--- src/pic_pkg.sv ---
// constants, types and register map of the prioritised interrupt controller
`default_nettype none

package pic_pkg;

  ////////////////////////////////////////////////////////////////////////////////
  // bus and register map
  localparam int unsigned AXI_ADDR_W   = 8;
  localparam int unsigned AXI_DATA_W   = 32;
  localparam logic [7:0]  OFS_CTRL     = 8'h00;
  localparam logic [7:0]  OFS_SENSE    = 8'h04;  // ext_irq_sense_control
  localparam logic [7:0]  OFS_PRIO     = 8'h08;  // software_priority_regs
  localparam logic [7:0]  OFS_ENABLE   = 8'h0C;
  localparam logic [7:0]  OFS_PIN_EN   = 8'h10;
  localparam logic [7:0]  OFS_STATUS   = 8'h14;
  localparam logic [1:0]  RESP_OKAY    = 2'h0;
  localparam logic [1:0]  RESP_SLVERR  = 2'h2;

  ////////////////////////////////////////////////////////////////////////////////
  // sources and fields
  localparam int unsigned N_LINES      = 5;      // hw_priority_line_0 .. hw_priority_line_4
  localparam int unsigned N_EXT        = 4;      // lines 0..3 are external pin groups
  localparam int unsigned PERIPH_LINE  = 4;
  localparam int unsigned PINS_DEF     = 4;      // pins per external group
  localparam int unsigned N_PERIPH_DEF = 8;
  localparam int unsigned STACK_DEF    = 8;

  localparam int unsigned CTRL_NESTED_BIT   = 0;
  localparam int unsigned CTRL_TLI_RISE_BIT = 1;
  localparam logic [1:0]  CTRL_RESET        = 2'h0;
  localparam logic [7:0]  SENSE_RESET       = 8'h00;
  localparam logic [9:0]  PRIO_RESET        = 10'h3FF;
  localparam logic [4:0]  ENABLE_RESET      = 5'h00;

  localparam logic [1:0]  SENSE_LOW   = 2'h0;
  localparam logic [1:0]  SENSE_RISE  = 2'h1;
  localparam logic [1:0]  SENSE_FALL  = 2'h2;
  localparam logic [1:0]  SENSE_BOTH  = 2'h3;

  localparam logic [1:0]  LEVEL_TOP   = 2'h3;
  localparam logic [2:0]  PRIO_NMI    = 3'h4;    // above any programmable level

  localparam int unsigned STAT_PEND_LSB  = 0;
  localparam int unsigned STAT_TRAP_BIT  = 5;
  localparam int unsigned STAT_TLI_BIT   = 6;
  localparam int unsigned STAT_RESET_BIT = 7;
  localparam int unsigned STAT_LEVEL_LSB = 8;
  localparam int unsigned STAT_LP_LSB    = 10;
  localparam int unsigned STAT_DEPTH_LSB = 12;

  localparam logic [2:0]  VEC_RESET   = 3'h0;
  localparam logic [2:0]  VEC_TRAP    = 3'h1;
  localparam logic [2:0]  VEC_TLI     = 3'h2;
  localparam logic [2:0]  VEC_LINE0   = 3'h3;    // line i is VEC_LINE0 + i

  typedef enum logic [1:0] {PIC_RUN, PIC_WAIT, PIC_HALT} pic_lp_e;

  typedef struct packed {
    logic       valid;
    logic [2:0] vec;
  } pic_entry_s;

endpackage

`default_nettype wire

--- src/pic_ctrl.sv ---
// prioritised interrupt controller with axi4-lite register access
//
// Operation
// - non-maskable taken always, entry sets level 3
// - reset or trap wakes from halt
// - trap instruction raises trap request
// - trap routine stays preemptible by top-level
// - reset highest, starts at level 3
// - maskable needs enable and priority above level
// - chosen top-level pin edge raises request
// - external pins wake halt, sense programmable
// - edge external latched, cleared on entry
// - enabled pins of a group are ORed
// - peripheral request is flag and enable
// - peripheral clear sequence discards pending latch
// - any source wakes from wait
// - halt exit first services halt-capable source
// - non-halt source follows right after that
// - concurrent and nested management modes
// - fixed order line4 up to top-level
// - each maskable line has own priority
// - highest software priority, ties by hardware
// - top-level, reset, trap rank above all
//
// Our own choices: the AXI4-Lite slave port and the register offsets.
`timescale 1ns/100ps
`default_nettype none

module pic_ctrl #(
  parameter int unsigned PINS     = pic_pkg::PINS_DEF,
  parameter int unsigned N_PERIPH = pic_pkg::N_PERIPH_DEF,
  parameter int unsigned STACK    = pic_pkg::STACK_DEF,
  parameter logic [N_PERIPH-1:0] PERIPH_HALT_CAP = '0
) (
  input  wire logic                                 clk_in,            // cpu clock
  input  wire logic                                 rst_n_in,          // async reset, low
  input  wire logic                                 tli_pin_in,        // top_level_pin_interrupt pin
  input  wire logic [pic_pkg::N_EXT*PINS-1:0]       ext_pin_in,        // external pins, grouped
  input  wire logic [N_PERIPH-1:0]                  periph_flag_in,    // peripheral status flags
  input  wire logic [N_PERIPH-1:0]                  periph_en_in,      // peripheral enable bits
  input  wire logic                                 periph_clear_in,   // clear sequence done
  input  wire logic                                 trap_exec_in,      // core executes trap
  input  wire logic                                 entry_ack_in,      // core took entry
  input  wire logic                                 iret_in,           // core returns
  input  wire logic                                 wait_enter_in,     // core enters wait
  input  wire logic                                 halt_enter_in,     // core enters halt
  output pic_pkg::pic_entry_s                       entry_out,         // request and vector
  output logic [1:0]                                level_out,         // level_bit_high, level_bit_low
  output logic                                      wake_out,          // wake pulse
  output logic                                      halted_out,        // in halt
  output logic                                      waiting_out,       // in wait
  input  wire logic [pic_pkg::AXI_ADDR_W-1:0]       s_axi_awaddr,      // write address
  input  wire logic                                 s_axi_awvalid,     // write address valid
  output logic                                      s_axi_awready,     // write address ready
  input  wire logic [pic_pkg::AXI_DATA_W-1:0]       s_axi_wdata,       // write data
  input  wire logic [pic_pkg::AXI_DATA_W/8-1:0]     s_axi_wstrb,       // byte strobes
  input  wire logic                                 s_axi_wvalid,      // write data valid
  output logic                                      s_axi_wready,      // write data ready
  output logic [1:0]                                s_axi_bresp,       // write response
  output logic                                      s_axi_bvalid,      // write response valid
  input  wire logic                                 s_axi_bready,      // write response ready
  input  wire logic [pic_pkg::AXI_ADDR_W-1:0]       s_axi_araddr,      // read address
  input  wire logic                                 s_axi_arvalid,     // read address valid
  output logic                                      s_axi_arready,     // read address ready
  output logic [pic_pkg::AXI_DATA_W-1:0]            s_axi_rdata,       // read data
  output logic [1:0]                                s_axi_rresp,       // read response
  output logic                                      s_axi_rvalid,      // read data valid
  input  wire logic                                 s_axi_rready       // read data ready
);

  localparam int unsigned PW = pic_pkg::N_EXT * PINS;
  localparam int unsigned NE = pic_pkg::N_EXT;
  localparam int unsigned NL = pic_pkg::N_LINES;
  localparam int unsigned DW = $clog2(STACK + 1);
  localparam logic [DW-1:0] DEPTH_MAX = DW'(STACK);

  typedef struct packed {
    logic [PW-1:0]          pin_s1;
    logic [PW-1:0]          pin_s2;
    logic [PW-1:0]          pin_prev;
    logic [2:0]             tli_sync;    // [0] first stage, [1] second, [2] previous
    logic [NE-1:0]          ext_latch;
    logic                   periph_latch;
    logic                   trap_pend;
    logic                   tli_pend;
    logic                   reset_pend;
    logic [1:0]             level;
    logic [STACK-1:0][1:0]  stack;
    logic [DW-1:0]          depth;
    pic_pkg::pic_lp_e       lp;
    logic                   halt_exit;
    logic                   wake;
    logic                   req_valid;
    logic [2:0]             req_vec;
    logic [1:0]             ctrl;
    logic [7:0]             sense;
    logic [9:0]             prio;
    logic [4:0]             enable;
    logic [PW-1:0]          pin_en;
    logic                   aw_have;
    logic [7:0]             aw_addr;
    logic                   w_have;
    logic [31:0]            wdata;
    logic [3:0]             wstrb;
    logic                   bvalid;
    logic [1:0]             bresp;
    logic                   rvalid;
    logic [31:0]            rdata;
    logic [1:0]             rresp;
  } pic_state_s;

  pic_state_s st_ff;
  pic_state_s nxt_st;

  ////////////////////////////////////////////////////////////////////////////////
  // per-group trigger detection
  logic [NE-1:0] grp_low;
  logic [NE-1:0] grp_trig;

  genvar g;
  generate
    for (g = 0; g < NE; g++) begin : g_grp
      logic [PINS-1:0] cur;
      logic [PINS-1:0] prv;
      logic [PINS-1:0] en;
      logic            rise;
      logic            fall;
      assign cur  = st_ff.pin_s2[g*PINS +: PINS];
      assign prv  = st_ff.pin_prev[g*PINS +: PINS];
      assign en   = st_ff.pin_en[g*PINS +: PINS];
      assign rise = |(cur & ~prv & en);
      assign fall = |(~cur & prv & en);
      assign grp_low[g] = |(~cur & en);
      always_comb begin
        unique case (st_ff.sense[2*g +: 2])
          pic_pkg::SENSE_RISE: grp_trig[g] = rise;
          pic_pkg::SENSE_FALL: grp_trig[g] = fall;
          pic_pkg::SENSE_BOTH: grp_trig[g] = rise | fall;
          default:             grp_trig[g] = 1'b0;
        endcase
      end
    end
  endgenerate

  function automatic logic [31:0] merge(input logic [31:0] old, input logic [31:0] val, input logic [3:0] strb);
    logic [31:0] res;
    res = old;
    for (int b = 0; b < 4; b++) begin
      if (strb[b]) begin
        res[8*b +: 8] = val[8*b +: 8];
      end
    end
    return res;
  endfunction

  ////////////////////////////////////////////////////////////////////////////////
  // next state
  logic [NL-1:0] pend;
  logic [NL-1:0] halt_ok;
  logic          periph_act;
  logic          periph_halt_act;
  logic          found;
  logic [2:0]    best_p;
  logic [2:0]    best_v;
  logic          eligible;
  logic          take;
  logic          tli_edge;
  logic [31:0]   wr;
  logic [31:0]   rd;
  logic          rd_ok;
  logic          wr_ok;

  always_comb begin
    nxt_st = st_ff;
    nxt_st.wake = 1'b0;

    // sampled pins, second stage feeds all logic
    nxt_st.pin_s1      = ext_pin_in;
    nxt_st.pin_s2      = st_ff.pin_s1;
    nxt_st.pin_prev    = st_ff.pin_s2;
    nxt_st.tli_sync    = {st_ff.tli_sync[1], st_ff.tli_sync[0], tli_pin_in};

    periph_act      = |(periph_flag_in & periph_en_in);
    periph_halt_act = |(periph_flag_in & periph_en_in & PERIPH_HALT_CAP);
    for (int i = 0; i < NL; i++) begin
      pend[i]    = 1'b0;
      halt_ok[i] = 1'b1;
    end
    for (int i = 0; i < NE; i++) begin
      pend[i] = (st_ff.sense[2*i +: 2] == pic_pkg::SENSE_LOW) ? grp_low[i] : st_ff.ext_latch[i];
    end
    pend[pic_pkg::PERIPH_LINE]    = st_ff.periph_latch;
    halt_ok[pic_pkg::PERIPH_LINE] = periph_halt_act;

    // arbitration: lowest hardware line first so that ties go to the higher one
    found  = 1'b0;
    best_p = '0;
    best_v = '0;
    for (int i = NL - 1; i >= 0; i--) begin
      eligible = pend[i] & st_ff.enable[i]
               & (!st_ff.halt_exit | halt_ok[i])
               & (st_ff.prio[2*i +: 2] > st_ff.level)
               & (st_ff.ctrl[pic_pkg::CTRL_NESTED_BIT] | (st_ff.depth == '0));
      if (eligible && (!found || {1'b0, st_ff.prio[2*i +: 2]} >= best_p)) begin
        found  = 1'b1;
        best_p = {1'b0, st_ff.prio[2*i +: 2]};
        best_v = pic_pkg::VEC_LINE0 + 3'(i);
      end
    end
    if (st_ff.trap_pend) begin
      found  = 1'b1;
      best_p = pic_pkg::PRIO_NMI;
      best_v = pic_pkg::VEC_TRAP;
    end
    if (st_ff.tli_pend) begin
      found  = 1'b1;
      best_p = pic_pkg::PRIO_NMI;
      best_v = pic_pkg::VEC_TLI;
    end
    if (st_ff.reset_pend) begin
      found  = 1'b1;
      best_v = pic_pkg::VEC_RESET;
    end

    // return pops the level saved at entry
    if (iret_in && st_ff.depth != '0) begin
      nxt_st.depth = st_ff.depth - DW'(1);
      nxt_st.level = st_ff.stack[nxt_st.depth];
    end

    // entry accepted by the core
    take = entry_ack_in & st_ff.req_valid;
    if (take) begin
      nxt_st.halt_exit = 1'b0;
      if (st_ff.req_vec == pic_pkg::VEC_RESET) begin
        nxt_st.reset_pend = 1'b0;                                                // no context is saved
        nxt_st.level      = pic_pkg::LEVEL_TOP;
      end else begin
        // overflow beyond STACK entries is silent, as on the real stack
        if (nxt_st.depth != DEPTH_MAX) begin
          nxt_st.stack[nxt_st.depth] = nxt_st.level;
          nxt_st.depth               = nxt_st.depth + DW'(1);
        end
        if (st_ff.req_vec == pic_pkg::VEC_TRAP) begin
          nxt_st.trap_pend = 1'b0;
          nxt_st.level     = pic_pkg::LEVEL_TOP;
        end else if (st_ff.req_vec == pic_pkg::VEC_TLI) begin
          nxt_st.tli_pend = 1'b0;
          nxt_st.level    = pic_pkg::LEVEL_TOP;
        end else begin
          for (int i = 0; i < NL; i++) begin
            if (st_ff.req_vec == pic_pkg::VEC_LINE0 + 3'(i)) begin
              nxt_st.level = st_ff.prio[2*i +: 2];
              if (i < NE) begin
                nxt_st.ext_latch[i] = 1'b0;
              end
            end
          end
        end
      end
    end
    nxt_st.req_valid = found & ~take;
    nxt_st.req_vec   = best_v;

    // sources; a set in the same cycle as a clear wins
    if (periph_clear_in) begin
      nxt_st.periph_latch = 1'b0;
    end
    if (periph_act) begin
      nxt_st.periph_latch = 1'b1;
    end
    for (int i = 0; i < NE; i++) begin
      if (grp_trig[i]) begin
        nxt_st.ext_latch[i] = 1'b1;
      end
    end
    if (trap_exec_in) begin
      nxt_st.trap_pend = 1'b1;
    end
    tli_edge = st_ff.ctrl[pic_pkg::CTRL_TLI_RISE_BIT] ? (st_ff.tli_sync[1] & ~st_ff.tli_sync[2])
                                                      : (~st_ff.tli_sync[1] & st_ff.tli_sync[2]);
    if (tli_edge) begin
      nxt_st.tli_pend = 1'b1;
    end

    // low power modes
    unique case (st_ff.lp)
      pic_pkg::PIC_RUN: begin
        if (halt_enter_in) begin
          nxt_st.lp = pic_pkg::PIC_HALT;
        end else if (wait_enter_in) begin
          nxt_st.lp = pic_pkg::PIC_WAIT;
        end
      end
      pic_pkg::PIC_WAIT: begin
        if ((|pend) || st_ff.trap_pend || st_ff.tli_pend) begin
          nxt_st.lp   = pic_pkg::PIC_RUN;
          nxt_st.wake = 1'b1;
        end
      end
      pic_pkg::PIC_HALT: begin
        if ((|pend[NE-1:0]) || (st_ff.periph_latch && periph_halt_act)
            || st_ff.trap_pend) begin
          nxt_st.lp        = pic_pkg::PIC_RUN;
          nxt_st.wake      = 1'b1;
          nxt_st.halt_exit = 1'b1;
        end
      end
      default: nxt_st.lp = pic_pkg::PIC_RUN;
    endcase

    // axi4-lite write path
    if (s_axi_awvalid && s_axi_awready) begin
      nxt_st.aw_have = 1'b1;
      nxt_st.aw_addr = s_axi_awaddr;
    end
    if (s_axi_wvalid && s_axi_wready) begin
      nxt_st.w_have = 1'b1;
      nxt_st.wdata  = s_axi_wdata;
      nxt_st.wstrb  = s_axi_wstrb;
    end
    wr    = '0;
    wr_ok = 1'b1;
    if (st_ff.aw_have && st_ff.w_have && !st_ff.bvalid) begin
      unique case (st_ff.aw_addr)
        pic_pkg::OFS_CTRL: begin
          wr = merge(32'(st_ff.ctrl), st_ff.wdata, st_ff.wstrb);
          nxt_st.ctrl = wr[1:0];
        end
        pic_pkg::OFS_SENSE: begin
          wr = merge(32'(st_ff.sense), st_ff.wdata, st_ff.wstrb);
          nxt_st.sense = wr[7:0];
        end
        pic_pkg::OFS_PRIO: begin
          wr = merge(32'(st_ff.prio), st_ff.wdata, st_ff.wstrb);
          nxt_st.prio = wr[9:0];
        end
        pic_pkg::OFS_ENABLE: begin
          wr = merge(32'(st_ff.enable), st_ff.wdata, st_ff.wstrb);
          nxt_st.enable = wr[4:0];
        end
        pic_pkg::OFS_PIN_EN: begin
          wr = merge(32'(st_ff.pin_en), st_ff.wdata, st_ff.wstrb);
          nxt_st.pin_en = wr[PW-1:0];
        end
        pic_pkg::OFS_STATUS: wr_ok = 1'b1;                                       // read only, ignored
        default:             wr_ok = 1'b0;
      endcase
      nxt_st.aw_have = 1'b0;
      nxt_st.w_have  = 1'b0;
      nxt_st.bvalid  = 1'b1;
      nxt_st.bresp   = wr_ok ? pic_pkg::RESP_OKAY : pic_pkg::RESP_SLVERR;
    end else if (st_ff.bvalid && s_axi_bready) begin
      nxt_st.bvalid = 1'b0;
    end

    // axi4-lite read path
    rd    = '0;
    rd_ok = 1'b1;
    unique case (s_axi_araddr)
      pic_pkg::OFS_CTRL:   rd = 32'(st_ff.ctrl);
      pic_pkg::OFS_SENSE:  rd = 32'(st_ff.sense);
      pic_pkg::OFS_PRIO:   rd = 32'(st_ff.prio);
      pic_pkg::OFS_ENABLE: rd = 32'(st_ff.enable);
      pic_pkg::OFS_PIN_EN: rd = 32'(st_ff.pin_en);
      pic_pkg::OFS_STATUS: begin
        rd[pic_pkg::STAT_PEND_LSB +: NL]    = pend;
        rd[pic_pkg::STAT_TRAP_BIT]          = st_ff.trap_pend;
        rd[pic_pkg::STAT_TLI_BIT]           = st_ff.tli_pend;
        rd[pic_pkg::STAT_RESET_BIT]         = st_ff.reset_pend;
        rd[pic_pkg::STAT_LEVEL_LSB +: 2]    = st_ff.level;
        rd[pic_pkg::STAT_LP_LSB +: 2]       = st_ff.lp;
        rd[pic_pkg::STAT_DEPTH_LSB +: DW]   = st_ff.depth;
      end
      default: rd_ok = 1'b0;
    endcase
    if (s_axi_arvalid && s_axi_arready) begin
      nxt_st.rvalid = 1'b1;
      nxt_st.rdata  = rd;
      nxt_st.rresp  = rd_ok ? pic_pkg::RESP_OKAY : pic_pkg::RESP_SLVERR;
    end else if (st_ff.rvalid && s_axi_rready) begin
      nxt_st.rvalid = 1'b0;
    end
  end

  ////////////////////////////////////////////////////////////////////////////////
  // state register
  always_ff @(posedge clk_in or negedge rst_n_in) begin
    if (!rst_n_in) begin
      st_ff            <= '0;
      st_ff.reset_pend <= 1'b1;
      st_ff.level      <= pic_pkg::LEVEL_TOP;
      st_ff.ctrl       <= pic_pkg::CTRL_RESET;
      st_ff.sense      <= pic_pkg::SENSE_RESET;
      st_ff.prio       <= pic_pkg::PRIO_RESET;
      st_ff.enable     <= pic_pkg::ENABLE_RESET;
      st_ff.pin_s1     <= '1;
      st_ff.pin_s2     <= '1;
      st_ff.pin_prev   <= '1;
      st_ff.tli_sync   <= '1;
    end else begin
      st_ff <= nxt_st;
    end
  end

  ////////////////////////////////////////////////////////////////////////////////
  // outputs
  assign entry_out.valid = st_ff.req_valid;
  assign entry_out.vec   = st_ff.req_vec;
  assign level_out       = st_ff.level;
  assign wake_out        = st_ff.wake;
  assign halted_out      = (st_ff.lp == pic_pkg::PIC_HALT);
  assign waiting_out     = (st_ff.lp == pic_pkg::PIC_WAIT);
  assign s_axi_awready   = ~st_ff.aw_have & ~st_ff.bvalid;
  assign s_axi_wready    = ~st_ff.w_have & ~st_ff.bvalid;
  assign s_axi_bvalid    = st_ff.bvalid;
  assign s_axi_bresp     = st_ff.bresp;
  assign s_axi_arready   = ~st_ff.rvalid;
  assign s_axi_rvalid    = st_ff.rvalid;
  assign s_axi_rdata     = st_ff.rdata;
  assign s_axi_rresp     = st_ff.rresp;

endmodule

`default_nettype wire

--- config.mk ---
export PLATFORM = sky130hd
export DESIGN_NAME = pic_ctrl
export DESIGN_NICKNAME = d
export VERILOG_FILES = /design/src/pic_pkg.sv /design/src/pic_ctrl.sv
export SDC_FILE = /design/constraint.sdc
export NUM_CORES = 1
export LEC_CHECK = 0
export BUFFER_PORTS_ARGS = -buffer_cell sky130_fd_sc_hd__buf_2
export CAP_MARGIN = 30
export CORE_UTILIZATION = 35
export DETAILED_ROUTE_END_ITERATION = 7
export GPL_TIMING_DRIVEN = 0
export PLACE_DENSITY = 0.58
export SLEW_MARGIN = 20
export SYNTH_ARGS = -nofsm -noshare
export SYNTH_HDL_FRONTEND = slang
export SYNTH_SLANG_ARGS = --single-unit
--- constraint.sdc ---
create_clock -name clk_in -period 6 [get_ports clk_in]
set_clock_uncertainty 0.1 [all_clocks]
set_input_delay 0.3 -clock clk_in [delete_from_list [all_inputs] [get_ports clk_in]]
set_output_delay 0.3 -clock clk_in [all_outputs]
set_load 0.05 [all_outputs]
; ---- Word-level counts from Yosys, hierarchy flattened
; Cells that the tools add are included.
[totals]
in_bits = 98
wordCells = 349
ff_bits = 198
out_inout_bits = 50
[classes]
order_cmp = 12
addsub = 2
n_eq_ne = 50
mux = 91
reduce_logical = 86
bitwise = 64
[ops]
columns = cell, count
row1 = 16-bit one-hot mux with 6 select lines, 1
row2 = 4-bit bitwise AND, 20
row3 = 4-bit OR reduction, 13
row4 = 1-bit 2-to-1 mux, 41
row5 = 20-bit 2-to-1 mux, 2
row6 = 2-bit 2-to-1 mux, 19
row7 = 37-bit 2-to-1 mux, 1
row8 = 2-bit nonzero test, 17
row9 = 8-bit by 4-bit == test with 1-bit output (second input constant), 4
row10 = 8-bit by 5-bit == test with 1-bit output (second input constant), 4
row11 = 4-bit inverter, 8
row12 = 3-bit 2-to-1 mux, 10
row13 = 2-bit inequality test (second input constant), 15
row14 = 3-bit AND reduction, 10
row15 = 25-bit 2-to-1 mux, 1
row16 = 4-bit 2-to-1 mux, 6
row17 = 1-bit bitwise AND, 22
row18 = 5-bit AND reduction, 4
row19 = 2-bit == test (second input constant), 9
row20 = 16-bit bitwise mux, 1
row21 = 8-bit by 3-bit == test with 1-bit output (second input constant), 2
row22 = 8-bit logical NOT, 2
row23 = 1-bit logical AND, 13
row24 = 3-bit == test (second input constant), 4
row25 = other kinds (33), 76

; ---- Logic depth before layout (Yosys ltp)
; Gate-level depths: netlist of the first run.
[depth]
depth_word = 25
depth_mapped = 30
depth_no_buf = 29

; ---- Least setup slack after synthesis of the first run
; Ideal clock, no wire load.
[synth_path]
path_kind = register to register
startpoint = reg st_ff[133] in the netlist's numbering
endpoint = reg st_ff, in the netlist entry_out[1]
t_required_ns = 5.801
setup_ns = 0.099
path_buffers = 1
arrival_ns = 5.964
setup_slack_ns = -0.164
synth_period_minus_slack_ns = 6.164
stages_incl_launch_ff = 30
cell_sequence = dfrtp_1 -> buf_2 -> inv_1 -> ha_1 -> nor3b_4 -> or2_2 -> nand3_1 -> inv_1 -> ha_1 -> nand2b_1 -> a21oi_1 -> and3_1 -> o32ai_1 -> ha_1 -> nand2b_1 -> a21o_1 -> or3_1 -> o211a_1 -> mux2_4 -> ha_1 -> nand2b_1 -> a21o_1 -> o21ai_0 -> mux2_4 -> ha_1 -> nand2b_1 -> a21oi_1 -> a2111oi_0 -> nor2_1 -> a311oi_1
[synth_via]
elab_chain_cells = 23
elab_cells_between_ends = 39
classes_between = order compare (4) / mux (16) / bitwise (6) / reduce/logical (13)
[synth_rtl]
columns = element, line_no
row1 = from (decl), pic_ctrl.sv:112  ; pic_state_s st_ff;
row2 = from (signal assigned), pic_ctrl.sv:402  ; st_ff <= nxt_st;
row3 = 4-bit logical NOT (*), pic_ctrl.sv:203  ; & (st_ff.ctrl[pic_pkg::CTRL_NESTED_BIT] | (st_ff.depth == '0));
row4 = 1-bit bitwise OR (*), pic_ctrl.sv:203
row5 = 1-bit bitwise AND, pic_ctrl.sv:203
row6 = 2-bit 2-to-1 mux or 1-bit 2-to-1 mux (tied branches), pic_ctrl.sv:204  ; if (eligible && (!found || {1'b0, st_ff.prio[2*i +: 2]} >= best_p)) begin
row7 = 2-bit greater-or-equal comparator or 1-bit logical NOT (tied branches), pic_ctrl.sv:204
row8 = 1-bit logical OR, pic_ctrl.sv:204
row9 = 1-bit logical AND, pic_ctrl.sv:204
row10 = 2-bit 2-to-1 mux or 1-bit 2-to-1 mux (tied branches), pic_ctrl.sv:204
row11 = [8 not listed], n/a
row12 = 2-bit by 3-bit greater-or-equal comparator with 1-bit output or 1-bit logical NOT (tied branches), pic_ctrl.sv:204
row13 = 1-bit logical OR, pic_ctrl.sv:204
row14 = 1-bit logical AND, pic_ctrl.sv:204
row15 = 3-bit 2-to-1 mux (*), pic_ctrl.sv:204
row16 = 3-bit 2-to-1 mux (*), pic_ctrl.sv:210  ; if (st_ff.trap_pend) begin
row17 = 3-bit 2-to-1 mux (*), pic_ctrl.sv:215  ; if (st_ff.tli_pend) begin
row18 = 3-bit 2-to-1 mux (*), pic_ctrl.sv:220  ; if (st_ff.reset_pend) begin
row19 = net best_v[1], pic_ctrl.sv:164  ; logic [2:0] best_v;
; Mark *: on every way through the listed nets, which the timed path passes. The rest lies on a longest branch.
; A chain may end at the register's enable or synchronous reset.

; ---- Worst setup path after layout of the first run
[layout_path]
startpoint = reg st_ff, in the netlist level_out[1]
endpoint = reg st_ff, in the netlist entry_out[0]
[layout_via]
elab_chain_cells = 23
elab_cells_between_ends = 47
classes_between = order compare (9) / mux (16) / bitwise (10) / reduce/logical (12)
[layout_rtl]
columns = element, line_no
row1 = 2-bit greater-than comparator, pic_ctrl.sv:202  ; & (st_ff.prio[2*i +: 2] > st_ff.level)
row2 = 1-bit bitwise AND, pic_ctrl.sv:202
row3 = 1-bit bitwise AND, pic_ctrl.sv:203
row4 = 2-bit 2-to-1 mux or 1-bit 2-to-1 mux (tied branches), pic_ctrl.sv:204
row5 = 2-bit greater-or-equal comparator or 1-bit logical NOT (tied branches), pic_ctrl.sv:204
row6 = 1-bit logical OR, pic_ctrl.sv:204
row7 = 1-bit logical AND, pic_ctrl.sv:204
row8 = 2-bit 2-to-1 mux or 1-bit 2-to-1 mux (tied branches), pic_ctrl.sv:204
row9 = [8 not listed], n/a
row10 = 2-bit by 3-bit greater-or-equal comparator with 1-bit output or 1-bit logical NOT (tied branches), pic_ctrl.sv:204
row11 = 1-bit logical OR, pic_ctrl.sv:204
row12 = 1-bit logical AND, pic_ctrl.sv:204
row13 = 3-bit 2-to-1 mux (*), pic_ctrl.sv:204
row14 = 3-bit 2-to-1 mux (*), pic_ctrl.sv:210
row15 = 3-bit 2-to-1 mux (*), pic_ctrl.sv:215
row16 = 3-bit 2-to-1 mux (*), pic_ctrl.sv:220
row17 = net best_v[0], pic_ctrl.sv:164
; Marked as above.

==> impl_metrics.env, run 1 <==
export IMPL_status="finished with violations"
export IMPL_violations="negative setup slack"
export IMPL_die_y_um=159
export IMPL_overflow=0
export IMPL_period_share_pct=104
export IMPL_hold_violations=0
export IMPL_multi_input_area_um2=3900
export IMPL_die_area_um2=25300
export IMPL_min_path_type="in -> reg"
export IMPL_place_congestion=0.869
export IMPL_synthAdderAreaFrac_pct=3.62
export IMPL_synth_async_reset_ratio_pct=100
export IMPL_tightest_slew_ns=0.847
export IMPL_yosysWarnings=0
export IMPL_place_inst=1206
export IMPL_clockBufferDepth=2
export IMPL_max_slew_margin_pct=43.2
export IMPL_synth_compound_area_share_pct=12.9
export IMPL_io_pins=148
export IMPL_seq_area_um2=4530
export IMPL_rsz0062_at_grt="yes"
export IMPL_dp_hpwl_um=15300
export IMPL_fp_row_count=57
export IMPL_htreeDepth=4
export IMPL_placed_area_um2=9720
export IMPL_cts_tree="yes"
export IMPL_worst_ep_required_time_ns=6.21
export IMPL_p_leak_nw=4.89
export IMPL_ant_nets=0
export IMPL_grt_max_degree=91
export IMPL_synth_cells=752
export IMPL_fin_setup_tns_ns=-0.526
export IMPL_dr_total_vias=6433
export IMPL_synth_top_cell_by_area="dfrtp_1"
export IMPL_synth_cell_types=68
export IMPL_core_um2=24200
export IMPL_worstPathArrival_ns=6.44
export IMPL_drtIter0Drc=405
export IMPL_max_freq_mhz=161
export IMPL_numCtsBuffers=17
export IMPL_synth_xor_area_share_pct=0.304
export IMPL_maxCapViolations=0
export IMPL_slowest_delay_ns=0.57
export IMPL_wl_per_cell_um=16.5
export IMPL_syn_area_per_cell_um2=11.5
export IMPL_root_buffer="clkbuf_16"
export IMPL_n_antenna_cell=0
export IMPL_ys_ff_latch=178
export IMPL_antenna_found_initial=0
export IMPL_finalCriticalPeriod_ns=6.23
export IMPL_power_density_nw_per_um2=363
export IMPL_drc=0
export IMPL_utilization_pct=45.4
export IMPL_drive_gt1_share_pct=39.2
export IMPL_yosys_area_share_simple_pct=12.0
export IMPL_grt_usage_pct=17.3
export IMPL_setup_violations_final=3
export IMPL_yosysMostFrequentCell="dfrtp_1"
export IMPL_ys_flop_type="dfrtp_1"
export IMPL_clock_latency_ns=0.44
export IMPL_start_util_pct=35.6
export IMPL_nNetsFinal=1079
export IMPL_yosys_top_cells_count="114 x dfrtp_1, 79 x mux2_2, 71 x nand2_1, 64 x dfstp_2, 43 x o21ai_0"
export IMPL_cts_sinks=178
export IMPL_critPathKind="reg -> reg"
export IMPL_path_clk_slew_ns=0.06
export IMPL_syn_area_um2=8640
export IMPL_finalWirelength_um=21300
export IMPL_synth_top_area_share_pct=33.0
export IMPL_instances_no_fill=1293
export IMPL_drv_slew=0
export IMPL_seq_area_frac_synth_pct=52.5
export IMPL_grt_pass1_wl_um=34200
export IMPL_timing_final_ws_setup_ns=-0.229
export IMPL_routed_via_density=4.98
export IMPL_muxShareOfSynthArea_pct=13.0
export IMPL_n_fill_cell=2268
export IMPL_synthTopCellsByArea="dfrtp_1 33%, dfstp_2 19%, mux2_2 10%"
export IMPL_io_buffers=111
export IMPL_final_area_um2=11000
export IMPL_die_width_um=159
export IMPL_critPathCaptureType="flop"
export IMPL_vdd_drop_max_mv=0.207
export IMPL_path_max_fanout=3
export IMPL_synth_edf_count=0
export IMPL_area_delta_synth_final_pct=27.4
export IMPL_dr_pass1_iters=5
export IMPL_start_kind="flop"
export IMPL_synth_top_family_by_area="multiplexers"
export IMPL_first_global_vias=6389
export IMPL_cp_slowest_cell="dfstp_2"
[where the power goes]
group	switching, mW	total (mW)	internal (mW)	leakage (nW)
Combinational	0.714	1.25	0.538	2.49
Sequential	0.229	1.69	1.46	2.13
Clock	0.475	1.06	0.585	0.271
[repair_timing]
| item | 4_1_cts | 5_1_grt |
|---|---|---|
| endpoints found under the hold margin | 95 | 0 |
| setup endpoints to repair | 3 | 3 |
| resized for setup | 22 | 10 |
| cloned | 0 | 0 |
| setup buffers | 12 | 1 |
| pin swaps | 16 | 9 |
| hold buffers | 42 | 0 |
[placed cells by master, fill, tap and decap left out, types with 11 or more instances in the layout]
cell           netlist  layout
dfrtp_1            114     114
buf_2                1     110
mux2_2              79      79
nand2_1             71      71
dfstp_2             64      64
buf_4               42      55
o21ai_0             43      42
dlygate4sd3_1        0      42
nor2_1              34      34
inv_1               26      25
nor2b_1             24      23
ha_1                25      20
conb_1               1      18
clkbuf_1            15      17
a21oi_1             19      17
clkbuf_16            0      17
nor3_1              16      16
a22oi_1             15      15
a21o_1              13      13
o22ai_1             11      11
[through the flow]
step / hold slack, ns / total power, mW / setup WS [ns]
after global placement: 0.247 / 2.85 / -0.637
after floorplan: -0.0956 / 2.51 / 0.0275
final: 0.0160 / 4.00 / -0.229
after global routing: 0.00310 / 4.23 / -0.397
after detailed placement: 0.247 / 2.87 / -0.609
after CTS: 0.00297 / 4.02 / -0.107
[registers in the layout, indices dropped and copies added, names as in the netlist, 2 cells and up, named ones only]
signal	cells
nxt_st	18
entry_out	4
level_out	2
st_ff	68
g_grp.en	16
g_grp.prv	16
s_axi_rdata	16
g_grp.cur	16
[final timing paths]
kind / start / to / slack (ns) / depth (start not counted)
worst max-delay path: level_out[1] / entry_out[0] / -0.23 / 30
min in group asynchronous: rst_n_in / st_ff[46] / 0.38 / 2
worst max register to register: level_out[1] / entry_out[0] / -0.23 / 30
worst min register to register: nxt_st[196] / g_grp[3].cur[2] / 0.25 / 0
max in group asynchronous: rst_n_in / st_ff[155] / 4.56 / 3
worst min-delay path: s_axi_wdata[11] / st_ff[53] / 0.02 / 2
[worst max-delay path: cells and delay by family (launching register included)]
kind	cells	cell delay, ns
adder cells (fa/ha/maj)	5	1.31
multiplexers	2	0.52
AND/OR/NAND/NOR	8	1.23
AO/OA/AOI/OAI	11	1.91
flip-flops	1	0.57
buffers and inverters	4	0.45
[cells by family after synthesis]
logic type / after synthesis
AND/OR/NAND/NOR: 204
flip-flops: 178
AO/OA/AOI/OAI: 159
multiplexers: 96
buffers and inverters: 86
adder cells (fa/ha/maj): 25
XOR/XNOR: 3
other: 1
[area by class of cell]
class,instances,area share [%]
Sequential cell,178,41.2
Clock buffer,20,4.06
Multi-Input combinational cell,505,35.4
Timing Repair Buffer,168,10.2
Tap cell,324,3.68
Inverter,26,0.920
Clock inverter,12,0.988
Buffer,60,3.61
[metal layers]
metal	part of all wire, %	track usage, %
met1	48	24.0
met2	45	26.9
met3	5.2	3.26
met4	1.9	6.77
met5	0	0
Note: power is estimated with default switching activity, not from simulation.
==> run 2, diff against run 1 <==
Settings changed: CORE_ASPECT_RATIO from default to 0.9, CORE_MARGIN from default to 2.
==> run 2 against run 1 <==
- wire length up 2.5%
- critical path type unchanged
- hold slack worse by 0.00095 ns
- utilization up 0.75 points
- register-to-register slack better by 0.11 ns
- highest routed layer unchanged
- largest power group unchanged
- count of clock-buffer cells in the layout down 2
- the run still ends with negative setup slack left
==> impl_metrics.env, run 2 (same netlist as run 1, synthesis figures left out) <==
export IMPL_p_leak_nw=4.95
export IMPL_period_share_pct=102
export IMPL_drtIter0Drc=569
export IMPL_finalCriticalPeriod_ns=6.12
export IMPL_vdd_drop_max_mv=0.263
export IMPL_min_path_type="in -> reg"
export IMPL_max_freq_mhz=163
export IMPL_top_register="st_ff"
export IMPL_area_delta_synth_final_pct=29.6
export IMPL_maxCapViolations=0
export IMPL_tightest_slew_ns=0.815
export IMPL_core_um2=24300
export IMPL_clock_latency_ns=0.44
export IMPL_antenna_found_initial=0
export IMPL_setup_violations_final=2
export IMPL_status="finished with violations"
export IMPL_nNetsFinal=1089
export IMPL_start_util_pct=35.6
export IMPL_dr_pass1_iters=5
export IMPL_worst_ep_required_time_ns=6.22
export IMPL_drc=0
export IMPL_fin_setup_tns_ns=-0.194
export IMPL_totalPowerFinal_mw=4.16
export IMPL_place_inst=1190
export IMPL_power_density_nw_per_um2=372
export IMPL_rsz0062_at_grt="yes"
export IMPL_die_area_um2=26000
export IMPL_reg2reg_from="level_out[1]"
export IMPL_instances_no_fill=1287
export IMPL_clockBufferDepth=2
export IMPL_n_fill_cell=2235
export IMPL_path_clk_slew_ns=0.06
export IMPL_htreeDepth=4
export IMPL_cp_buffers_inverters=2
export IMPL_max_slew_margin_pct=45.2
export IMPL_timing_final_ws_setup_ns=-0.118
export IMPL_place_congestion=0.895
export IMPL_worstHoldStart="s_axi_wdata[12]"
export IMPL_dr_total_vias=6561
export IMPL_n_antenna_cell=0
export IMPL_grt_pass1_wl_um=34900
export IMPL_finalWirelength_um=21900
export IMPL_routed_via_density=5.10
export IMPL_cp_top_family="compound AO/OA/AOI/OAI gates"
export IMPL_die_y_um=153
export IMPL_drive_gt1_share_pct=39.6
export IMPL_setup_worst_path_start="level_out[1]"
export IMPL_slowest_delay_ns=0.56
export IMPL_start_kind="flop"
export IMPL_grt_max_degree=100
export IMPL_path_max_fanout=3
export IMPL_final_cell_mix="114 x dfrtp_1, 110 x buf_2, 78 x mux2_2"
export IMPL_first_global_vias=6410
export IMPL_final_common_cell="dfrtp_1"
export IMPL_critPathKind="reg -> reg"
export IMPL_grt_usage_pct=17.5
export IMPL_crit_top_cell="ha_4"
export IMPL_io_pins=148
export IMPL_numCtsBuffers=17
export IMPL_worstPathArrival_ns=6.34
export IMPL_cp_slowest_cell="dfstp_2"
export IMPL_io_buffers=111
export IMPL_cts_sinks=178
export IMPL_overflow=0
export IMPL_hold_violations=0
export IMPL_largest_register_ffs=68
export IMPL_cts_tree="yes"
export IMPL_critPathCaptureType="flop"
export IMPL_wl_per_cell_um=17.0
export IMPL_fp_row_count=54
export IMPL_dp_hpwl_um=15700
export IMPL_root_buffer="clkbuf_16"
export IMPL_ant_nets=0
export IMPL_drv_slew=0
export IMPL_die_width_um=170
export IMPL_violations="negative setup slack"
-- run 2: cell types whose count changed in the layout (fill, tap and decap cells not counted), sizes merged --
cell / before / now
clkbuf: 35 / 33
clkinvlp: 3 / 6
bufinv: 1 / 4
dlygate4sd3: 42 / 48
clkinv: 6 / 2
buf: 171 / 175
-- run 2: final timing paths --
check                                   to  slack [ns]  cells after the start
setup / recovery              entry_out[1]       -0.12                     28
hold reg to reg            g_grp[3].cur[1]        0.26                      0
hold / removal                   st_ff[54]        0.02                      2
max in group asynchronous       st_ff[106]        4.58                      3
min in group asynchronous        st_ff[56]        0.31                      2
setup reg to reg              entry_out[1]       -0.12                     28
-- run 2: layout make-up --
class | instances | area, µm² | area share [%]
buffer | 60 | 398 | 3.55
clock buffer | 18 | 429 | 3.83
clock inverter | 14 | 201 | 1.80
inverter | 26 | 101 | 0.905
multi-input combinational | 505 | 3940 | 35.2
sequential | 178 | 4530 | 40.5
tap | 308 | 385 | 3.44
timing repair buffer | 178 | 1210 | 10.8
-- run 2: through the flow --
stage                     setup slack [ns]  area (µm²)  hold WS, ns  utilization, %
final                               -0.118       11200       0.0150            46.2
after global routing                -0.251       11200       0.0172            46.2
after CTS                           0.0134       11100      0.00995            45.7
after detailed placement            -0.672        9700        0.234            40.0
after global placement              -0.617        9650        0.246            39.8
after floorplan                     0.0275        8710      -0.0956               -
-- run 2: worst reg2reg max path, delay by kind of cell, from the launching register on --
family,cells,cell delay (ns)
flip-flops,1,0.56
AND/OR/NAND/NOR,9,1.29
buffers and inverters,2,0.17
multiplexers,2,0.67
AO/OA/AOI/OAI,10,1.98
adder cells (fa/ha/maj),5,1.25
-- run 2: routing by layer --
layer  wire length [µm]  GRT usage [%]  share of wire [%]
met3               1400           3.86                6.4
met4                344           5.13                1.6
met2               9490           26.3                 43
met5                  0              0                  0
met1              10600           25.3                 49
-- run 2: report_power, final --
part / leakage, nW / internal (mW) / switching (mW)
Sequential: 2.13 / 1.46 / 0.223
Clock: 0.290 / 0.702 / 0.487
Combinational: 2.53 / 0.559 / 0.734
-- run 2: repair_timing --
item,4_1_cts,5_1_grt
gates resized for setup,26,13
hold buffers,48,0
endpoints found under the hold margin,107,0
setup endpoints to repair,3,3
buffers inserted,13,4
pin swaps,15,10
==> run 3, diff against run 2 <==
Settings changed: ABC_AREA from default to 1, CORE_UTILIZATION 35 to 50, PLACE_DENSITY 0.58 to 0.77.
==> run 3 against run 2 <==
- the flow now finishes without violations
- final area fell by 4.5%
- utilization grew 15 points
- total power up 5.9%
- critical path depth rose by 11
- final cell count rose by 15%
- non-clock buffer count fell by 36
- wire length down 0.99%
- synthesized area rose by 2.0%
- register-to-register slack better by 0.61 ns
- combinational power is 23% higher
==> impl_metrics.env, run 3 <==
export IMPL_internal_power_mw=2.61
export IMPL_period_share_pct=91.9
export IMPL_syn_area_um2=8810
export IMPL_synth_cells=1041
export IMPL_largest_register_ffs=68
export IMPL_synth_top_cell_by_area="dfrtp_1"
export IMPL_start_kind="flop"
export IMPL_ant_nets=0
export IMPL_fp_row_count=46
export IMPL_yosysMostFrequentCell="nand2_1"
export IMPL_n_fill_cell=1549
export IMPL_setup_violations_final=0
export IMPL_htreeDepth=4
export IMPL_ys_ff_latch=178
export IMPL_max_slew_margin_pct=60.2
export IMPL_first_global_vias=6774
export IMPL_die_area_um2=18700
export IMPL_io_pins=148
export IMPL_power_density_nw_per_um2=412
export IMPL_switching_share_pct=40.7
export IMPL_multi_input_area_um2=3410
export IMPL_seq_area_frac_synth_pct=51.5
export IMPL_overflow=0
export IMPL_utilization_pct=61.3
export IMPL_io_buffers=111
export IMPL_antenna_found_initial=0
export IMPL_die_y_um=130
export IMPL_finalWirelength_um=21600
export IMPL_worst_ep_required_time_ns=6.23
export IMPL_path_max_fanout=6
export IMPL_crit_top_cell="nand2_1"
export IMPL_clkPwrFrac_pct=23.8
export IMPL_max_freq_mhz=181
export IMPL_dr_total_vias=7454
export IMPL_min_path_type="in -> reg"
export IMPL_fin_hold_ws_ns=0.00581
export IMPL_seq_area_um2=4530
export IMPL_tightest_slew_ns=0.593
export IMPL_slowest_delay_ns=0.56
export IMPL_place_congestion=0.973
export IMPL_critPathKind="reg -> reg"
export IMPL_vdd_drop_max_mv=0.304
export IMPL_power_frac_seq_pct=40.1
export IMPL_top_register="st_ff"
export IMPL_synth_async_reset_ratio_pct=100
export IMPL_drc=0
export IMPL_finalCriticalPeriod_ns=5.51
export IMPL_hold_violations=0
export IMPL_drive_gt1_share_pct=22.8
export IMPL_dr_pass1_iters=6
export IMPL_maxCapViolations=0
export IMPL_drtIter0Drc=753
export IMPL_status="complete, no violations"
export IMPL_worstPathArrival_ns=5.74
export IMPL_nNetsFinal=1346
export IMPL_power_frac_comb_pct=36.2
export IMPL_yosysWarnings=0
export IMPL_yosys_top_cells_count="273 x nand2_1, 149 x inv_1, 114 x dfrtp_1, 76 x o21ai_0, 75 x nor2_1"
export IMPL_cp_slowest_cell="dfstp_2"
export IMPL_dp_hpwl_um=15600
export IMPL_synthTopCellsByArea="dfrtp_1 32%, dfstp_2 19%, nand2_1 12%"
export IMPL_clockBufferDepth=2
export IMPL_core_um2=17400
export IMPL_critPathCaptureType="flop"
export IMPL_die_width_um=144
export IMPL_timing_final_ws_setup_ns=0.488
export IMPL_synth_cell_types=46
export IMPL_numCtsBuffers=17
export IMPL_routed_via_density=5.05
export IMPL_final_cell_mix="272 x nand2_1, 149 x inv_1, 114 x dfrtp_1"
export IMPL_final_common_cell="nand2_1"
export IMPL_p_switching_mw=1.79
export IMPL_dp_worst_setup_slack_ns=0.0227
export IMPL_start_util_pct=50.5
export IMPL_synth_top_area_share_pct=32.4
export IMPL_ys_flop_type="dfrtp_1"
export IMPL_root_buffer="clkbuf_16"
export IMPL_grt_max_degree=105
export IMPL_wl_per_cell_um=14.7
export IMPL_syn_area_per_cell_um2=8.46
export IMPL_area_delta_synth_final_pct=21.4
export IMPL_synth_edf_count=0
export IMPL_drv_slew=0
export IMPL_p_leak_nw=5.36
export IMPL_grt_usage_pct=23.4
export IMPL_clock_latency_ns=0.44
export IMPL_path_clk_slew_ns=0.07
export IMPL_grt_pass1_wl_um=33700
export IMPL_cts_tree="yes"
export IMPL_cts_sinks=178
export IMPL_n_antenna_cell=0
[run 3: cell count changes after synthesis, moves of 15 or more]
cell | previous run | this run
a21oi_1 | 19 | 40
a22oi_1 | 15 | 0
nand2_1 | 71 | 273
nor2_1 | 34 | 75
mux2_2 | 79 | 7
nand3_1 | 12 | 51
nor2b_1 | 24 | 0
inv_1 | 26 | 149
o21ai_0 | 43 | 76
[run 3: layer usage]
metal	part of all wire, %	GRT usage, %	up-vias
met4	1.4	6.81	0
li1	-	-	3654
met3	6.7	4.70	31
met1	48	34.0	3470
met5	0	0	-
met2	44	35.9	299
[run 3: path summary, 6_finish.rpt]
| path | depth (start not counted) | endpoint | from | slack (ns) |
|---|---|---|---|---|
| hold / removal | 3 | st_ff[55] | s_axi_wdata[13] | 0.006 |
| setup / recovery | 39 | entry_out[0] | level_out[1] | 0.49 |
| setup reg to reg | 39 | entry_out[0] | level_out[1] | 0.49 |
| min in group asynchronous | 2 | st_ff[55] | rst_n_in | 0.31 |
| hold reg to reg | 0 | g_grp[1].cur[0] | nxt_st[186] | 0.26 |
| max in group asynchronous | 3 | g_grp[1].prv[0] | rst_n_in | 4.60 |
[run 3: critical path: cells and delay by family, from the launching register on]
kind,cells,cell delay [ns]
AND/OR/NAND/NOR,20,1.86
AO/OA/AOI/OAI,6,0.89
buffers and inverters,8,0.57
flip-flops,1,0.56
adder cells (fa/ha/maj),5,1.40
[run 3: cells by family (layout without fill, tap and decap cells)]
logic type	Yosys count	count (layout)	share of synthesized area, %
multiplexers	7	7	0.895
flip-flops	178	178	51.5
AND/OR/NAND/NOR	450	450	21.4
other	1	18	0.0426
buffers and inverters	207	385	10.8
adder cells (fa/ha/maj)	25	25	3.55
AO/OA/AOI/OAI	166	166	10.8
XOR/XNOR	7	7	1.04
[run 3: power groups by stage]
stage / Clock, mW / Combinational [mW] / Sequential, mW
after floorplan: 0 / 1.12 / 1.71
final: 1.05 / 1.59 / 1.77
after detailed placement: 0 / 1.52 / 1.77
after CTS: 1.06 / 1.56 / 1.76
after global placement: 0 / 1.47 / 1.76
after global routing: 1.11 / 1.78 / 1.80
[run 3: area by class of cell]
| class | count | share of cell area [%] |
|---|---|---|
| Sequential cell | 178 | 42.4 |
| Multi-Input combinational cell | 673 | 31.9 |
| Timing Repair Buffer | 146 | 8.66 |
| Inverter | 151 | 5.34 |
| Clock buffer | 20 | 4.27 |
| Buffer | 56 | 3.65 |
| Tap cell | 240 | 2.81 |
| Clock inverter | 12 | 0.959 |
[run 3: what timing repair did]
item	in CTS	in global routing
hold endpoints to repair	86	0
hold buffers	31	0
buffers inserted	0	3
setup endpoints to repair	1	3
pin swaps	0	1
resized for setup	1	9
[run 3: stage by stage]
stage	power, mW	setup TNS (ns)	cell area (µm²)	std cells
finish	4.41	0	10700	1476
detailed placement	3.29	0	9770	1410
CTS	4.38	0	10600	1473
floorplan	2.84	0	8870	1058
global placement	3.23	0	9730	1409
global route	4.69	-0.00549	10700	1476
